[config.mk]
export PLATFORM = sky130hd
export DESIGN_NAME = ccr_core_control
export DESIGN_NICKNAME = d
export VERILOG_FILES = /design/src/ccr_pkg.sv /design/src/ccr_core_control.sv
export SDC_FILE = /design/constraint.sdc
export NUM_CORES = 1
export LEC_CHECK = 0
export BUFFER_PORTS_ARGS = -buffer_cell sky130_fd_sc_hd__buf_2
export CELL_PAD_IN_SITES_DETAIL_PLACEMENT = 0
export CELL_PAD_IN_SITES_GLOBAL_PLACEMENT = 2
export CORE_AREA = 2 2 91 115
export DETAILED_ROUTE_END_ITERATION = 12
export DIE_AREA = 0 0 93 117
export PLACE_DENSITY_LB_ADDON = 0.15
export SLEW_MARGIN = 10
export SYNTH_ARGS = -nofsm -noshare
export SYNTH_HDL_FRONTEND = slang
export SYNTH_SLANG_ARGS = --single-unit
[constraint.sdc]
create_clock -name clk_i -period 2.2 [get_ports clk_i]
set_input_delay 0.11 -clock clk_i [delete_from_list [all_inputs] [get_ports clk_i]]
set_output_delay 0.11 -clock clk_i [all_outputs]
set_load 0.05 [all_outputs]
[src/ccr_pkg.sv]
// Purpose: Shared constants and carrier types for the core control register block.
// Assumes: 32-bit AXI4-Lite data, one register word per aligned address.
// Notes:   Field positions follow the 16-bit core control word layout.
package ccr_pkg;
   localparam logic [3:0]  CCR_ADDR_W          = 4'h4;
   localparam logic [3:0]  CCR_CORE_CONTROL    = 4'h0;
   localparam logic [3:0]  CCR_LOOP_STATUS     = 4'h4;
   localparam int          CCR_MULT_SIGN_BIT   = 12;
   localparam int          CCR_LOOP_TERM_BIT   = 11;
   localparam int          CCR_DEPTH_HI        = 10;
   localparam int          CCR_DEPTH_LO        = 8;
   localparam int          CCR_ACC_A_SAT_BIT   = 7;
   localparam int          CCR_ACC_B_SAT_BIT   = 6;
   localparam int          CCR_DW_SAT_BIT      = 5;
   localparam int          CCR_SAT_WIDTH_BIT   = 4;
   localparam int          CCR_PRIO_TOP_BIT    = 3;
   localparam int          CCR_PSV_BIT         = 2;
   localparam int          CCR_ROUND_BIT       = 1;
   localparam int          CCR_MULT_FMT_BIT    = 0;
   localparam logic [2:0]  CCR_DEPTH_MAX       = 3'h7;
   localparam logic [2:0]  CCR_DEPTH_ONE       = 3'h1;
   localparam logic [3:0]  CCR_PRIO_SEVEN      = 4'h7;
   localparam logic [15:0] CCR_RESET_VALUE     = 16'h0020;
   localparam logic [15:0] CCR_WRITE_MASK      = 16'h10FF;
   localparam logic [1:0]  CCR_RESP_OKAY       = 2'h0;
   localparam logic [1:0]  CCR_RESP_SLVERR     = 2'h2;

   typedef struct packed {
      logic mult_sign_select;
      logic acc_a_sat_en;
      logic acc_b_sat_en;
      logic data_write_sat_en;
      logic sat_width_select;
      logic prog_space_window_en;
      logic rounding_select;
      logic mult_format_select;
   } ccr_cfg_t;

   typedef struct packed {
      logic loop_enter;
      logic loop_exit;
   } ccr_loop_ev_t;
endpackage

[src/ccr_core_control.sv]
// Purpose: Core control register with loop-depth tracking, AXI4-Lite slave.
// Assumes: Loop enter/exit pulses come from the sequencer on clk_i; one clock.
// Notes:   Operation
// Operation
// - Bit 11 always reads as zero.
// - Bits 10 to 8 report the number of active hardware loops, zero to seven.
// - Bit 7 enables saturation of results written to accumulator A.
// - Bit 6 enables saturation of results written to accumulator B.
// - Bit 5 enables saturation of engine writes to data memory.
// - Bit 4 picks the 9.31 limit when one and the 1.31 limit when zero.
// - Bit 3 reads one when the interrupt priority level is above seven.
// - The full priority level is bit 3 placed above status word bits 7 to 5.
// - Bit 2 makes a program memory window visible in data space.
// - Bit 1 selects conventional or convergent rounding.
// - Bit 0 selects fractional or integer multiplies.
// - Bit 12 selects unsigned or signed multiplies.
//
// Added by the designer: the AXI4-Lite slave port and the register addresses.
`timescale 1ns/1ps
module ccr_core_control (
   input  wire logic                  clk_i,
   input  wire logic                  rst_i,
   input  wire logic [3:0]            s_axi_awaddr_i,
   input  wire logic                  s_axi_awvalid_i,
   output logic                       s_axi_awready_o,
   input  wire logic [31:0]           s_axi_wdata_i,
   input  wire logic [3:0]            s_axi_wstrb_i,
   input  wire logic                  s_axi_wvalid_i,
   output logic                       s_axi_wready_o,
   output logic [1:0]                 s_axi_bresp_o,
   output logic                       s_axi_bvalid_o,
   input  wire logic                  s_axi_bready_i,
   input  wire logic [3:0]            s_axi_araddr_i,
   input  wire logic                  s_axi_arvalid_i,
   output logic                       s_axi_arready_o,
   output logic [31:0]                s_axi_rdata_o,
   output logic [1:0]                 s_axi_rresp_o,
   output logic                       s_axi_rvalid_o,
   input  wire logic                  s_axi_rready_i,
   input  wire ccr_pkg::ccr_loop_ev_t loop_ev_i,
   input  wire logic [2:0]            priority_level_low_i,
   input  wire logic                  priority_level_top_set_i,
   input  wire logic [3:0]            priority_level_new_i,
   output ccr_pkg::ccr_cfg_t          cfg_o,
   output logic                       loop_terminate_request_o,
   output logic [2:0]                 loop_nest_depth_o,
   output logic [3:0]                 priority_level_o
);
   import ccr_pkg::*;

   logic        aw_held;
   logic        w_held;
   logic [3:0]  aw_addr;
   logic [31:0] w_data;
   logic [3:0]  w_strb;
   logic        prio_top;
   logic [2:0]  depth;
   logic        wr_fire;
   logic        wr_hit;
   logic [15:0] cur_word;
   logic [15:0] next_word;

   assign wr_fire = aw_held && w_held && !s_axi_bvalid_o;
   assign wr_hit  = wr_fire && (aw_addr == CCR_CORE_CONTROL);

   // Loop-terminate reads as zero; depth and priority top are live status.
   always_comb begin
      cur_word                    = 16'h0000;
      cur_word[CCR_MULT_SIGN_BIT] = cfg_o.mult_sign_select;
      cur_word[CCR_LOOP_TERM_BIT] = 1'b0;
      cur_word[CCR_DEPTH_HI:CCR_DEPTH_LO] = depth;
      cur_word[CCR_ACC_A_SAT_BIT] = cfg_o.acc_a_sat_en;
      cur_word[CCR_ACC_B_SAT_BIT] = cfg_o.acc_b_sat_en;
      cur_word[CCR_DW_SAT_BIT]    = cfg_o.data_write_sat_en;
      cur_word[CCR_SAT_WIDTH_BIT] = cfg_o.sat_width_select;
      cur_word[CCR_PRIO_TOP_BIT]  = prio_top;
      cur_word[CCR_PSV_BIT]       = cfg_o.prog_space_window_en;
      cur_word[CCR_ROUND_BIT]     = cfg_o.rounding_select;
      cur_word[CCR_MULT_FMT_BIT]  = cfg_o.mult_format_select;
      next_word = cur_word;
      if (w_strb[0]) begin
         next_word[7:0] = w_data[7:0];
      end
      if (w_strb[1]) begin
         next_word[15:8] = w_data[15:8];
      end
   end

   // Address and data are captured independently, so either may come first.
   always_ff @(posedge clk_i) begin
      if (rst_i) begin
         aw_held <= 1'b0;
         w_held  <= 1'b0;
         aw_addr <= 4'h0;
         w_data  <= 32'h0000_0000;
         w_strb  <= 4'h0;
      end else begin
         if (s_axi_awvalid_i && s_axi_awready_o) begin
            aw_held <= 1'b1;
            aw_addr <= s_axi_awaddr_i;
         end else if (wr_fire) begin
            aw_held <= 1'b0;
         end
         if (s_axi_wvalid_i && s_axi_wready_o) begin
            w_held <= 1'b1;
            w_data <= s_axi_wdata_i;
            w_strb <= s_axi_wstrb_i;
         end else if (wr_fire) begin
            w_held <= 1'b0;
         end
      end
   end

   always_ff @(posedge clk_i) begin
      if (rst_i) begin
         s_axi_awready_o <= 1'b0;
         s_axi_wready_o  <= 1'b0;
      end else begin
         s_axi_awready_o <= !aw_held && !(s_axi_awvalid_i && s_axi_awready_o)
                            && !s_axi_bvalid_o;
         s_axi_wready_o  <= !w_held && !(s_axi_wvalid_i && s_axi_wready_o)
                            && !s_axi_bvalid_o;
      end
   end

   always_ff @(posedge clk_i) begin
      if (rst_i) begin
         s_axi_bvalid_o <= 1'b0;
         s_axi_bresp_o  <= CCR_RESP_OKAY;
      end else if (wr_fire) begin
         s_axi_bvalid_o <= 1'b1;
         s_axi_bresp_o  <= (aw_addr == CCR_CORE_CONTROL || aw_addr == CCR_LOOP_STATUS)
                           ? CCR_RESP_OKAY : CCR_RESP_SLVERR;
      end else if (s_axi_bready_i) begin
         s_axi_bvalid_o <= 1'b0;
      end
   end

   // Configuration bits steer the arithmetic engine and data-space mapping.
   always_ff @(posedge clk_i) begin
      if (rst_i) begin
         cfg_o.mult_sign_select     <= CCR_RESET_VALUE[CCR_MULT_SIGN_BIT];
         cfg_o.acc_a_sat_en         <= CCR_RESET_VALUE[CCR_ACC_A_SAT_BIT];
         cfg_o.acc_b_sat_en         <= CCR_RESET_VALUE[CCR_ACC_B_SAT_BIT];
         cfg_o.data_write_sat_en    <= CCR_RESET_VALUE[CCR_DW_SAT_BIT];
         cfg_o.sat_width_select     <= CCR_RESET_VALUE[CCR_SAT_WIDTH_BIT];
         cfg_o.prog_space_window_en <= CCR_RESET_VALUE[CCR_PSV_BIT];
         cfg_o.rounding_select      <= CCR_RESET_VALUE[CCR_ROUND_BIT];
         cfg_o.mult_format_select   <= CCR_RESET_VALUE[CCR_MULT_FMT_BIT];
      end else if (wr_hit) begin
         cfg_o.mult_sign_select     <= next_word[CCR_MULT_SIGN_BIT];
         cfg_o.acc_a_sat_en         <= next_word[CCR_ACC_A_SAT_BIT];
         cfg_o.acc_b_sat_en         <= next_word[CCR_ACC_B_SAT_BIT];
         cfg_o.data_write_sat_en    <= next_word[CCR_DW_SAT_BIT];
         cfg_o.sat_width_select     <= next_word[CCR_SAT_WIDTH_BIT];
         cfg_o.prog_space_window_en <= next_word[CCR_PSV_BIT];
         cfg_o.rounding_select      <= next_word[CCR_ROUND_BIT];
         cfg_o.mult_format_select   <= next_word[CCR_MULT_FMT_BIT];
      end
   end

   // The request is a one-cycle pulse; the sequencer ends the loop at pass end.
   always_ff @(posedge clk_i) begin
      if (rst_i) begin
         loop_terminate_request_o <= 1'b0;
      end else begin
         loop_terminate_request_o <= wr_hit && w_strb[1]
                                     && w_data[CCR_LOOP_TERM_BIT];
      end
   end

   // Depth saturates at both ends so a stray event cannot wrap the count.
   always_ff @(posedge clk_i) begin
      if (rst_i) begin
         depth <= 3'h0;
      end else if (loop_ev_i.loop_enter && !loop_ev_i.loop_exit
                   && depth != CCR_DEPTH_MAX) begin
         depth <= depth + CCR_DEPTH_ONE;
      end else if (loop_ev_i.loop_exit && !loop_ev_i.loop_enter && depth != 3'h0) begin
         depth <= depth - CCR_DEPTH_ONE;
      end
   end

   always_ff @(posedge clk_i) begin
      if (rst_i) begin
         loop_nest_depth_o <= 3'h0;
      end else begin
         loop_nest_depth_o <= depth;
      end
   end

   // Interrupt logic owns the top priority bit; software cannot change it.
   always_ff @(posedge clk_i) begin
      if (rst_i) begin
         prio_top <= 1'b0;
      end else if (priority_level_top_set_i) begin
         prio_top <= priority_level_new_i > CCR_PRIO_SEVEN;
      end
   end

   always_ff @(posedge clk_i) begin
      if (rst_i) begin
         priority_level_o <= 4'h0;
      end else begin
         priority_level_o <= {prio_top, priority_level_low_i};
      end
   end

   always_ff @(posedge clk_i) begin
      if (rst_i) begin
         s_axi_arready_o <= 1'b0;
         s_axi_rvalid_o  <= 1'b0;
         s_axi_rdata_o   <= 32'h0000_0000;
         s_axi_rresp_o   <= CCR_RESP_OKAY;
      end else if (s_axi_arvalid_i && s_axi_arready_o) begin
         s_axi_arready_o <= 1'b0;
         s_axi_rvalid_o  <= 1'b1;
         s_axi_rresp_o   <= CCR_RESP_OKAY;
         if (s_axi_araddr_i == CCR_CORE_CONTROL) begin
            s_axi_rdata_o <= {16'h0000, cur_word};
         end else if (s_axi_araddr_i == CCR_LOOP_STATUS) begin
            s_axi_rdata_o <= {25'h0, prio_top, priority_level_low_i, depth};
         end else begin
            s_axi_rdata_o <= 32'h0000_0000;
            s_axi_rresp_o <= CCR_RESP_SLVERR;
         end
      end else if (s_axi_rvalid_o) begin
         if (s_axi_rready_i) begin
            s_axi_rvalid_o  <= 1'b0;
            s_axi_arready_o <= 1'b1;
         end
      end else begin
         s_axi_arready_o <= 1'b1;
      end
   end

   a_term_reads_zero: assert property (@(posedge clk_i) disable iff (rst_i)
      s_axi_rvalid_o |-> !s_axi_rdata_o[CCR_LOOP_TERM_BIT])
      else $error("Loop terminate bit read back as one.");
   a_term_pulse_once: assert property (@(posedge clk_i) disable iff (rst_i)
      loop_terminate_request_o |=> !loop_terminate_request_o)
      else $error("Loop terminate request longer than one cycle.");
   a_term_on_write: assert property (@(posedge clk_i) disable iff (rst_i)
      wr_hit && w_strb[1] && w_data[CCR_LOOP_TERM_BIT] |=> loop_terminate_request_o)
      else $error("Loop terminate request not raised after write.");
   a_depth_up_one: assert property (@(posedge clk_i) disable iff (rst_i)
      loop_ev_i.loop_enter && !loop_ev_i.loop_exit && depth != CCR_DEPTH_MAX
      |=> depth == $past(depth) + CCR_DEPTH_ONE)
      else $error("Loop depth did not count up.");
   a_depth_down_one: assert property (@(posedge clk_i) disable iff (rst_i)
      loop_ev_i.loop_exit && !loop_ev_i.loop_enter && depth != 3'h0
      |=> depth == $past(depth) - CCR_DEPTH_ONE)
      else $error("Loop depth did not count down.");
   a_depth_out_follows: assert property (@(posedge clk_i) disable iff (rst_i)
      ##1 loop_nest_depth_o == $past(depth))
      else $error("Depth output lags wrongly.");
   a_prio_top_value: assert property (@(posedge clk_i) disable iff (rst_i)
      priority_level_top_set_i |=> prio_top == ($past(priority_level_new_i) > CCR_PRIO_SEVEN))
      else $error("Priority top bit wrong.");
   a_prio_concat: assert property (@(posedge clk_i) disable iff (rst_i)
      ##1 priority_level_o == {$past(prio_top), $past(priority_level_low_i)})
      else $error("Priority level not formed from top and low bits.");
   a_sat_a_write: assert property (@(posedge clk_i) disable iff (rst_i)
      wr_hit && w_strb[0] |=> cfg_o.acc_a_sat_en == $past(w_data[CCR_ACC_A_SAT_BIT]))
      else $error("Accumulator A saturation enable not stored.");
   // Each stored field follows its own bit of a core control write that strobes its byte, and nothing else.
   a_sat_b_write: assert property (@(posedge clk_i) disable iff (rst_i)
      wr_hit && w_strb[0] |=> cfg_o.acc_b_sat_en == $past(w_data[CCR_ACC_B_SAT_BIT]))
      else $error("Accumulator B saturation enable not stored.");
   a_dw_sat_write: assert property (@(posedge clk_i) disable iff (rst_i)
      wr_hit && w_strb[0] |=> cfg_o.data_write_sat_en == $past(w_data[CCR_DW_SAT_BIT]))
      else $error("Data write saturation enable not stored.");
   a_sat_width_write: assert property (@(posedge clk_i) disable iff (rst_i)
      wr_hit && w_strb[0] |=> cfg_o.sat_width_select == $past(w_data[CCR_SAT_WIDTH_BIT]))
      else $error("Saturation width select not stored.");
   a_window_write: assert property (@(posedge clk_i) disable iff (rst_i)
      wr_hit && w_strb[0] |=> cfg_o.prog_space_window_en == $past(w_data[CCR_PSV_BIT]))
      else $error("Program window enable not stored.");
   a_round_write: assert property (@(posedge clk_i) disable iff (rst_i)
      wr_hit && w_strb[0] |=> cfg_o.rounding_select == $past(w_data[CCR_ROUND_BIT]))
      else $error("Rounding select not stored.");
   a_mult_fmt_write: assert property (@(posedge clk_i) disable iff (rst_i)
      wr_hit && w_strb[0] |=> cfg_o.mult_format_select == $past(w_data[CCR_MULT_FMT_BIT]))
      else $error("Multiply format select not stored.");
   a_mult_sign_write: assert property (@(posedge clk_i) disable iff (rst_i)
      wr_hit && w_strb[1] |=> cfg_o.mult_sign_select == $past(w_data[CCR_MULT_SIGN_BIT]))
      else $error("Multiply sign select not stored.");
   a_cfg_hold: assert property (@(posedge clk_i) disable iff (rst_i)
      !wr_hit |=> $stable(cfg_o))
      else $error("Configuration changed without a write.");
   a_term_idle_low: assert property (@(posedge clk_i) disable iff (rst_i)
      !(wr_hit && w_strb[1] && w_data[CCR_LOOP_TERM_BIT]) |=> !loop_terminate_request_o)
      else $error("Loop terminate request without a write of one.");
   a_depth_both_hold: assert property (@(posedge clk_i) disable iff (rst_i)
      loop_ev_i.loop_enter && loop_ev_i.loop_exit |=> $stable(depth))
      else $error("Loop depth moved on a simultaneous enter and exit.");
   a_depth_floor: assert property (@(posedge clk_i) disable iff (rst_i)
      loop_ev_i.loop_exit && !loop_ev_i.loop_enter && depth == 3'h0 |=> depth == 3'h0)
      else $error("Loop depth wrapped below zero.");
   a_depth_ceiling: assert property (@(posedge clk_i) disable iff (rst_i)
      loop_ev_i.loop_enter && !loop_ev_i.loop_exit && depth == CCR_DEPTH_MAX
      |=> depth == CCR_DEPTH_MAX)
      else $error("Loop depth wrapped above seven.");
   a_prio_top_hold: assert property (@(posedge clk_i) disable iff (rst_i)
      !priority_level_top_set_i |=> $stable(prio_top))
      else $error("Priority top bit changed without a load.");
endmodule

==> results of run 1 <==
==> critical path, cell delays in order (launching register included) <==
cell,delay (ns)
dfxtp_1,0.40
a31oi_1,0.25
nand2_1,0.10
fa_1,0.40
and3b_1,0.20
or3_1,0.33
and3_1,0.16
==> power by group through the flow <==
stage,clock network [mW],logic [mW],registers (mW)
3_3_place_gp,0,0.371,1.12
5_1_grt,0.985,0.400,1.11
3_5_place_dp,0,0.371,1.12
4_1_cts,0.943,0.373,1.10
6_report,0.907,0.369,1.10
2_1_floorplan,0,0.252,1.18
==> cell families (layout without fill, tap and decap cells) <==
| group | after synthesis | count (layout) | synth area share, % |
|---|---|---|---|
| flops | 56 | 56 | 47.1 |
| simple gates | 106 | 106 | 23.8 |
| buf+inv | 41 | 84 | 10.4 |
| compound gates | 39 | 39 | 8.82 |
| mux | 20 | 20 | 8.88 |
| other cells | 1 | 22 | 0.157 |
| fa+ha+maj | 1 | 1 | 0.840 |
==> final cells by class <==
type / instances / area, µm²
fill: 1091 / 6920
sequential: 56 / 1120
multi-input combinational: 188 / 1090
timing repair buffer: 72 / 373
tap: 129 / 161
clock buffer: 6 / 129
clock inverter: 2 / 35.0
inverter: 4 / 15.0
==> metrics by stage <==
step / power, mW / instance area, µm² / hold WS (ns) / setup WS, ns
floorplan: 1.43 / 2460 / 0.234 / 0.341
global placement: 1.49 / 2760 / 0.342 / 0.305
detailed placement: 1.49 / 2760 / 0.341 / 0.270
CTS: 2.42 / 2930 / 0.0267 / 0.275
global route: 2.49 / 2930 / 0.0374 / 0.179
finish: 2.38 / 2930 / 0.0318 / 0.267
==> sequential cells by signal, indices dropped and copies added, names as in the netlist, 2 cells and up <==
signal / count
aw_addr: 4
cfg_o: 8
depth: 3
loop_nest_depth_o: 3
priority_level_o: 4
s_axi_rdata_o: 12
w_data: 9
w_strb: 2
==> routing by layer <==
layer | routed length, µm | vias up
li1 | - | 965
met1 | 2760 | 827
met2 | 2660 | 64
met3 | 311 | 4
met4 | 75 | 0
met5 | 0 | -
==> worst max-delay path by stage <==
stage             start  endpoint  slack (ns)
2_1_floorplan  depth[2]  depth[2]        0.34
3_3_place_gp   depth[1]  depth[2]        0.31
3_5_place_dp   depth[1]  depth[2]        0.27
4_1_cts        depth[1]  depth[2]        0.28
5_1_grt        depth[1]  depth[2]        0.18
6_report       depth[1]  depth[2]        0.27
==> cell usage after synthesis, types with 2 or more instances <==
| cell type | count | area [µm²] |
|---|---|---|
| a21oi_1 | 31 | 155 |
| and2_1 | 2 | 12.5 |
| and3b_1 | 2 | 17.5 |
| buf_1 | 3 | 11.3 |
| buf_2 | 3 | 15.0 |
| buf_4 | 22 | 165 |
| clkbuf_1 | 8 | 30.0 |
| dfxtp_1 | 56 | 1120 |
| inv_1 | 4 | 15.0 |
| mux2_2 | 9 | 101 |
| mux2i_1 | 11 | 110 |
| nand2_1 | 42 | 158 |
| nand2b_1 | 16 | 100 |
| nand3_1 | 16 | 80.1 |
| nor2_1 | 8 | 30.0 |
| nor2b_1 | 7 | 43.8 |
| nor3_1 | 2 | 10.0 |
| nor4_1 | 3 | 18.8 |
| o21ai_0 | 3 | 15.0 |
==> results.py, run 1 <==
metrics = {
    "global_routing": {
        "top_usage_layer": "met2",
        "grtUsageMet2_pct": 17.4,
        "grt_pass1_vias": 1729,
        "antenna_found_initial": 0,
        "grt_usage_pct": 10.6,
        "grt_pass1_wl_um": 8850,
        "grt.met3_usage_pct": 2.82,
        "grt_max_degree": 40,
        "grt_use_met1_pct": 13.4,
        "overflow": 0,
    },
    "clock_tree": {
        "cts_root_buf": "clkbuf_16",
        "clock_latency_ns": 0.29,
        "cts_tree": "yes",
        "clk_pin_slew_ns": 0.07,
        "cts_setup_buffers": 0,
        "cts_made_buffers": 5,
        "cts_sinks": 56,
        "postCtsResizedCells": 0,
        "cts_buffer_depth": 2,
        "hold_buffers": 0,
        "cts-htree-levels": 2,
    },
    "place": {
        "io_buffers": 67,
        "dp_hpwl_um": 4150,
        "dp_cells": 449,
        "place_congestion": 0.673,
    },
    "synthesis": {
        "synthFlopType": "dfxtp_1",
        "syn_inst": 264,
        "synth_seq_cells": 56,
        "async_flop_share_pct": 0,
        "yosysSeqAreaShare_pct": 47.1,
        "synth_edf_count": 0,
        "synth_area_um2": 2380,
        "synth_cell_types": 35,
        "ys_warn_count": 0,
        "syn_area_per_cell_um2": 9.02,
    },
    "critical_path": {
        "worstSetupEndpointType": "flip-flop",
        "reg2reg_to": "depth[2]",
        "rr_worst_depth": 6,
        "startpoint_type": "flip-flop",
        "r2r-start": "depth[1]",
        "crit_arrival_ns": 2.13,
        "crit_path_max_fanout": 8,
        "required_ns": 2.39,
        "rrSetupSlack_ns": 0.27,
        "path_class": "reg2reg",
    },
    "timing": {
        "relSlewSlack_pct": 55.0,
        "hold_viol": 0,
        "max_freq_mhz": 517,
        "rsz0062_at_grt": "false",
        "slew_viol_final": 0,
        "post-route-min-period_ns": 1.93,
        "tightest_slew_ns": 0.670,
        "fin_setup_tns_ns": 0,
        "finClkSkew_ns": 0.00586,
        "setup_viol": 0,
        "min_period_over_period_pct": 87.9,
    },
    "detailed_routing": {
        "wl_per_cell_um": 12.7,
        "routed_wl_um": 5800,
        "dr.pass1.iters": 4,
        "viasPerCell": 4.07,
        "num_vias": 1860,
        "route.detailed.drc": 0,
        "drt_iter0_drc": 26,
        "ant_nets": 0,
    },
    "power": {
        "internal-power_mw": 1.71,
        "irDropWorstVdd_uv": 285,
        "seqPwrFrac_pct": 46.3,
        "power_switching_mw": 0.669,
        "p_leak_nw": 1.25,
        "combinationalPowerShare_pct": 15.5,
        "clock_power_share_pct": 38.2,
        "p_sw_share_pct": 28.2,
        "p_per_area_nw_per_um2": 812,
    },
    "layout": {
        "final_util_pct": 29.7,
        "drive_above_1_share_pct": 28.0,
        "layout.nets": 389,
        "final_cell_mix": "buf_2 (67), dfxtp_1 (56), nand2_1 (42)",
        "layoutNonFillerInstCount": 457,
        "antenna_cells": 0,
        "mostFrequentLayoutCell": "buf_2",
        "area_delta_synth_final_pct": 22.8,
    },
    "floorplan": {
        "rows": 41,
        "fp.dieW_um": 93,
        "start_util_pct": 24.2,
        "die_h_um": 117,
        "ios": 118,
        "core_um2": 9850,
        "dieArea_um2": 10900,
    },
    "worst_hold_path": {
        "min_to": "priority_level_o[0]",
        "hold_class": "in2reg",
        "whs_path_depth": 2,
        "min-delay-start": "priority_level_low_i[0]",
    },
    "outcome": {
        "outcome": "completed",
    },
    "job": {
        "cap_violations": 0,
    },
}
(Power assumes the default switching activity.)
==> inputs of run 2 (changes only) <==
Settings changed: SKIP_CTS_REPAIR_TIMING from default to 1.
Clock period 2.2 ns to 1.85 ns, I/O delays scaled along.
==> run 2 against run 1 <==
Against the previous run:
- sequential power up 17%
- largest cell class unchanged
- critical path type unchanged
- cell count up 0.66%
- design area up 1.1%
- via count up 0.48%
- combinational power up 28%
==> results.py, run 2 (synthesized netlist as in run 1, its figures left out) <==
metrics = {
    "outcome": {
        "outcome": "completed",
    },
    "floorplan": {
        "core_um2": 9850,
        "die_h_um": 117,
        "ios": 118,
        "start_util_pct": 24.2,
        "rows": 41,
        "fp.dieW_um": 93,
        "dieArea_um2": 10900,
    },
    "layout": {
        "antenna_cells": 0,
        "reg_top3": "s_axi_rdata_o x12, w_data x9, cfg_o x8",
        "final_area_um2": 2960,
        "layout.nets": 392,
        "area_delta_synth_final_pct": 24.2,
        "top_register": "s_axi_rdata_o",
        "mostFrequentLayoutCell": "buf_2",
        "largest_reg_flops": 12,
        "fillers": 1116,
        "final_cell_mix": "buf_2 (67), dfxtp_1 (56), nand2_1 (42)",
        "drive_above_1_share_pct": 29.3,
    },
    "place": {
        "place_congestion": 0.714,
        "io_buffers": 67,
        "placed_cell_area_um2": 2790,
        "dp_hpwl_um": 4160,
    },
    "power": {
        "p_leak_nw": 1.27,
        "irDropWorstVdd_uv": 398,
        "finalPower_mw": 2.84,
        "p_per_area_nw_per_um2": 961,
    },
    "clock_tree": {
        "clock_latency_ns": 0.29,
        "cts-htree-levels": 2,
        "cts_buffer_depth": 2,
        "cts_tree": "yes",
        "cts_root_buf": "clkbuf_16",
        "clk_pin_slew_ns": 0.07,
        "cts_made_buffers": 5,
        "cts_sinks": 56,
    },
    "timing": {
        "finalHoldWorstSlack_ns": 0.0248,
        "fin_setup_tns_ns": 0,
        "setup_viol": 0,
        "finClkSkew_ns": 0.00433,
        "post-route-min-period_ns": 1.76,
        "slew_viol_final": 0,
        "max_freq_mhz": 568,
        "relSlewSlack_pct": 55.7,
        "min_period_over_period_pct": 95.2,
        "hold_viol": 0,
        "tightest_slew_ns": 0.665,
    },
    "critical_path": {
        "worstSetupEndpointType": "flip-flop",
        "crit_path_max_fanout": 3,
        "crit_chain": "a31oi_2 -> nand2_1 -> fa_2 -> and3b_1 -> or3_1 -> and3_1",
        "crit_start": "depth[0]",
        "max_stage_delay_ns": 0.36,
        "startpoint_type": "flip-flop",
        "crit_arrival_ns": 1.95,
        "crit_slowest_cell": "fa_2",
        "path_class": "reg2reg",
        "required_ns": 2.04,
        "r2r-start": "depth[0]",
    },
    "detailed_routing": {
        "routed_wl_um": 5880,
        "route.detailed.drc": 0,
        "dr.pass1.iters": 4,
        "num_vias": 1869,
        "wl_per_cell_um": 12.8,
        "ant_nets": 0,
        "drt_iter0_drc": 51,
        "viasPerCell": 4.06,
    },
    "global_routing": {
        "grt_max_degree": 40,
        "grt_pass1_vias": 1761,
        "overflow": 0,
        "grt_pass1_wl_um": 9180,
        "grt_usage_pct": 11.1,
        "antenna_found_initial": 0,
    },
    "job": {
        "cap_violations": 0,
    },
    "worst_hold_path": {
        "hold_class": "in2reg",
        "min-delay-start": "priority_level_low_i[0]",
    },
}
==> run 2: changes by cell type in the layout (fill, tap and decap cells not counted), sizes merged <==
cell and change:
buf +3
==> run 2: worst paths after layout <==
kind                         end  slack (ns)  depth (start not counted)
max                     depth[2]        0.09                          6
min          priority_level_o[0]        0.02                          2
max reg2reg             depth[2]        0.09                          6
min reg2reg     s_axi_rdata_o[3]        0.45                          2
==> run 2: power by group <==
part	internal (mW)	leakage [nW]	switching [mW]	total (mW)
clock	0.638	0.0808	0.437	1.08
combinational	0.145	0.730	0.328	0.473
sequential	1.26	0.456	0.0347	1.29
==> run 2: through the flow <==
stage                     util [%]  std cells  setup slack (ns)
final                         30.0        460            0.0890
after global routing          30.0        460           -0.0272
after CTS                     29.9        460            0.0396
after detailed placement      28.3        452            0.0618
after global placement        28.3        452            0.0895
after floorplan                  -        285            0.0243
==> run 2: cell type report <==
type                            count  area, µm²  share of cell area (%)
Timing Repair Buffer               75        395                    13.4
Clock inverter                      2       35.0                    1.18
Tap cell                          129        161                    5.46
Multi-Input combinational cell    188       1100                    37.2
Inverter                            4       15.0                   0.508
Clock buffer                        6        129                    4.36
Sequential cell                    56       1120                    37.9
==> run 2: worst max-delay path: cells and delay by family, from the launching register on <==
kind / cells / cell delay, ns
adders and majority gates: 1 / 0.36
DFF: 1 / 0.32
AOI/OAI and AO/OA: 1 / 0.20
and+or+nand+nor: 4 / 0.77
==> run 2: layer usage <==
| metal | track usage (%) | vias to the layer above | wire [µm] |
|---|---|---|---|
| met4 | 3.82 | 0 | 93 |
| met5 | 0 | - | 0 |
| met3 | 2.75 | 6 | 318 |
| met2 | 18.1 | 58 | 2760 |
| met1 | 14.4 | 832 | 2710 |
| li1 | - | 973 | - |
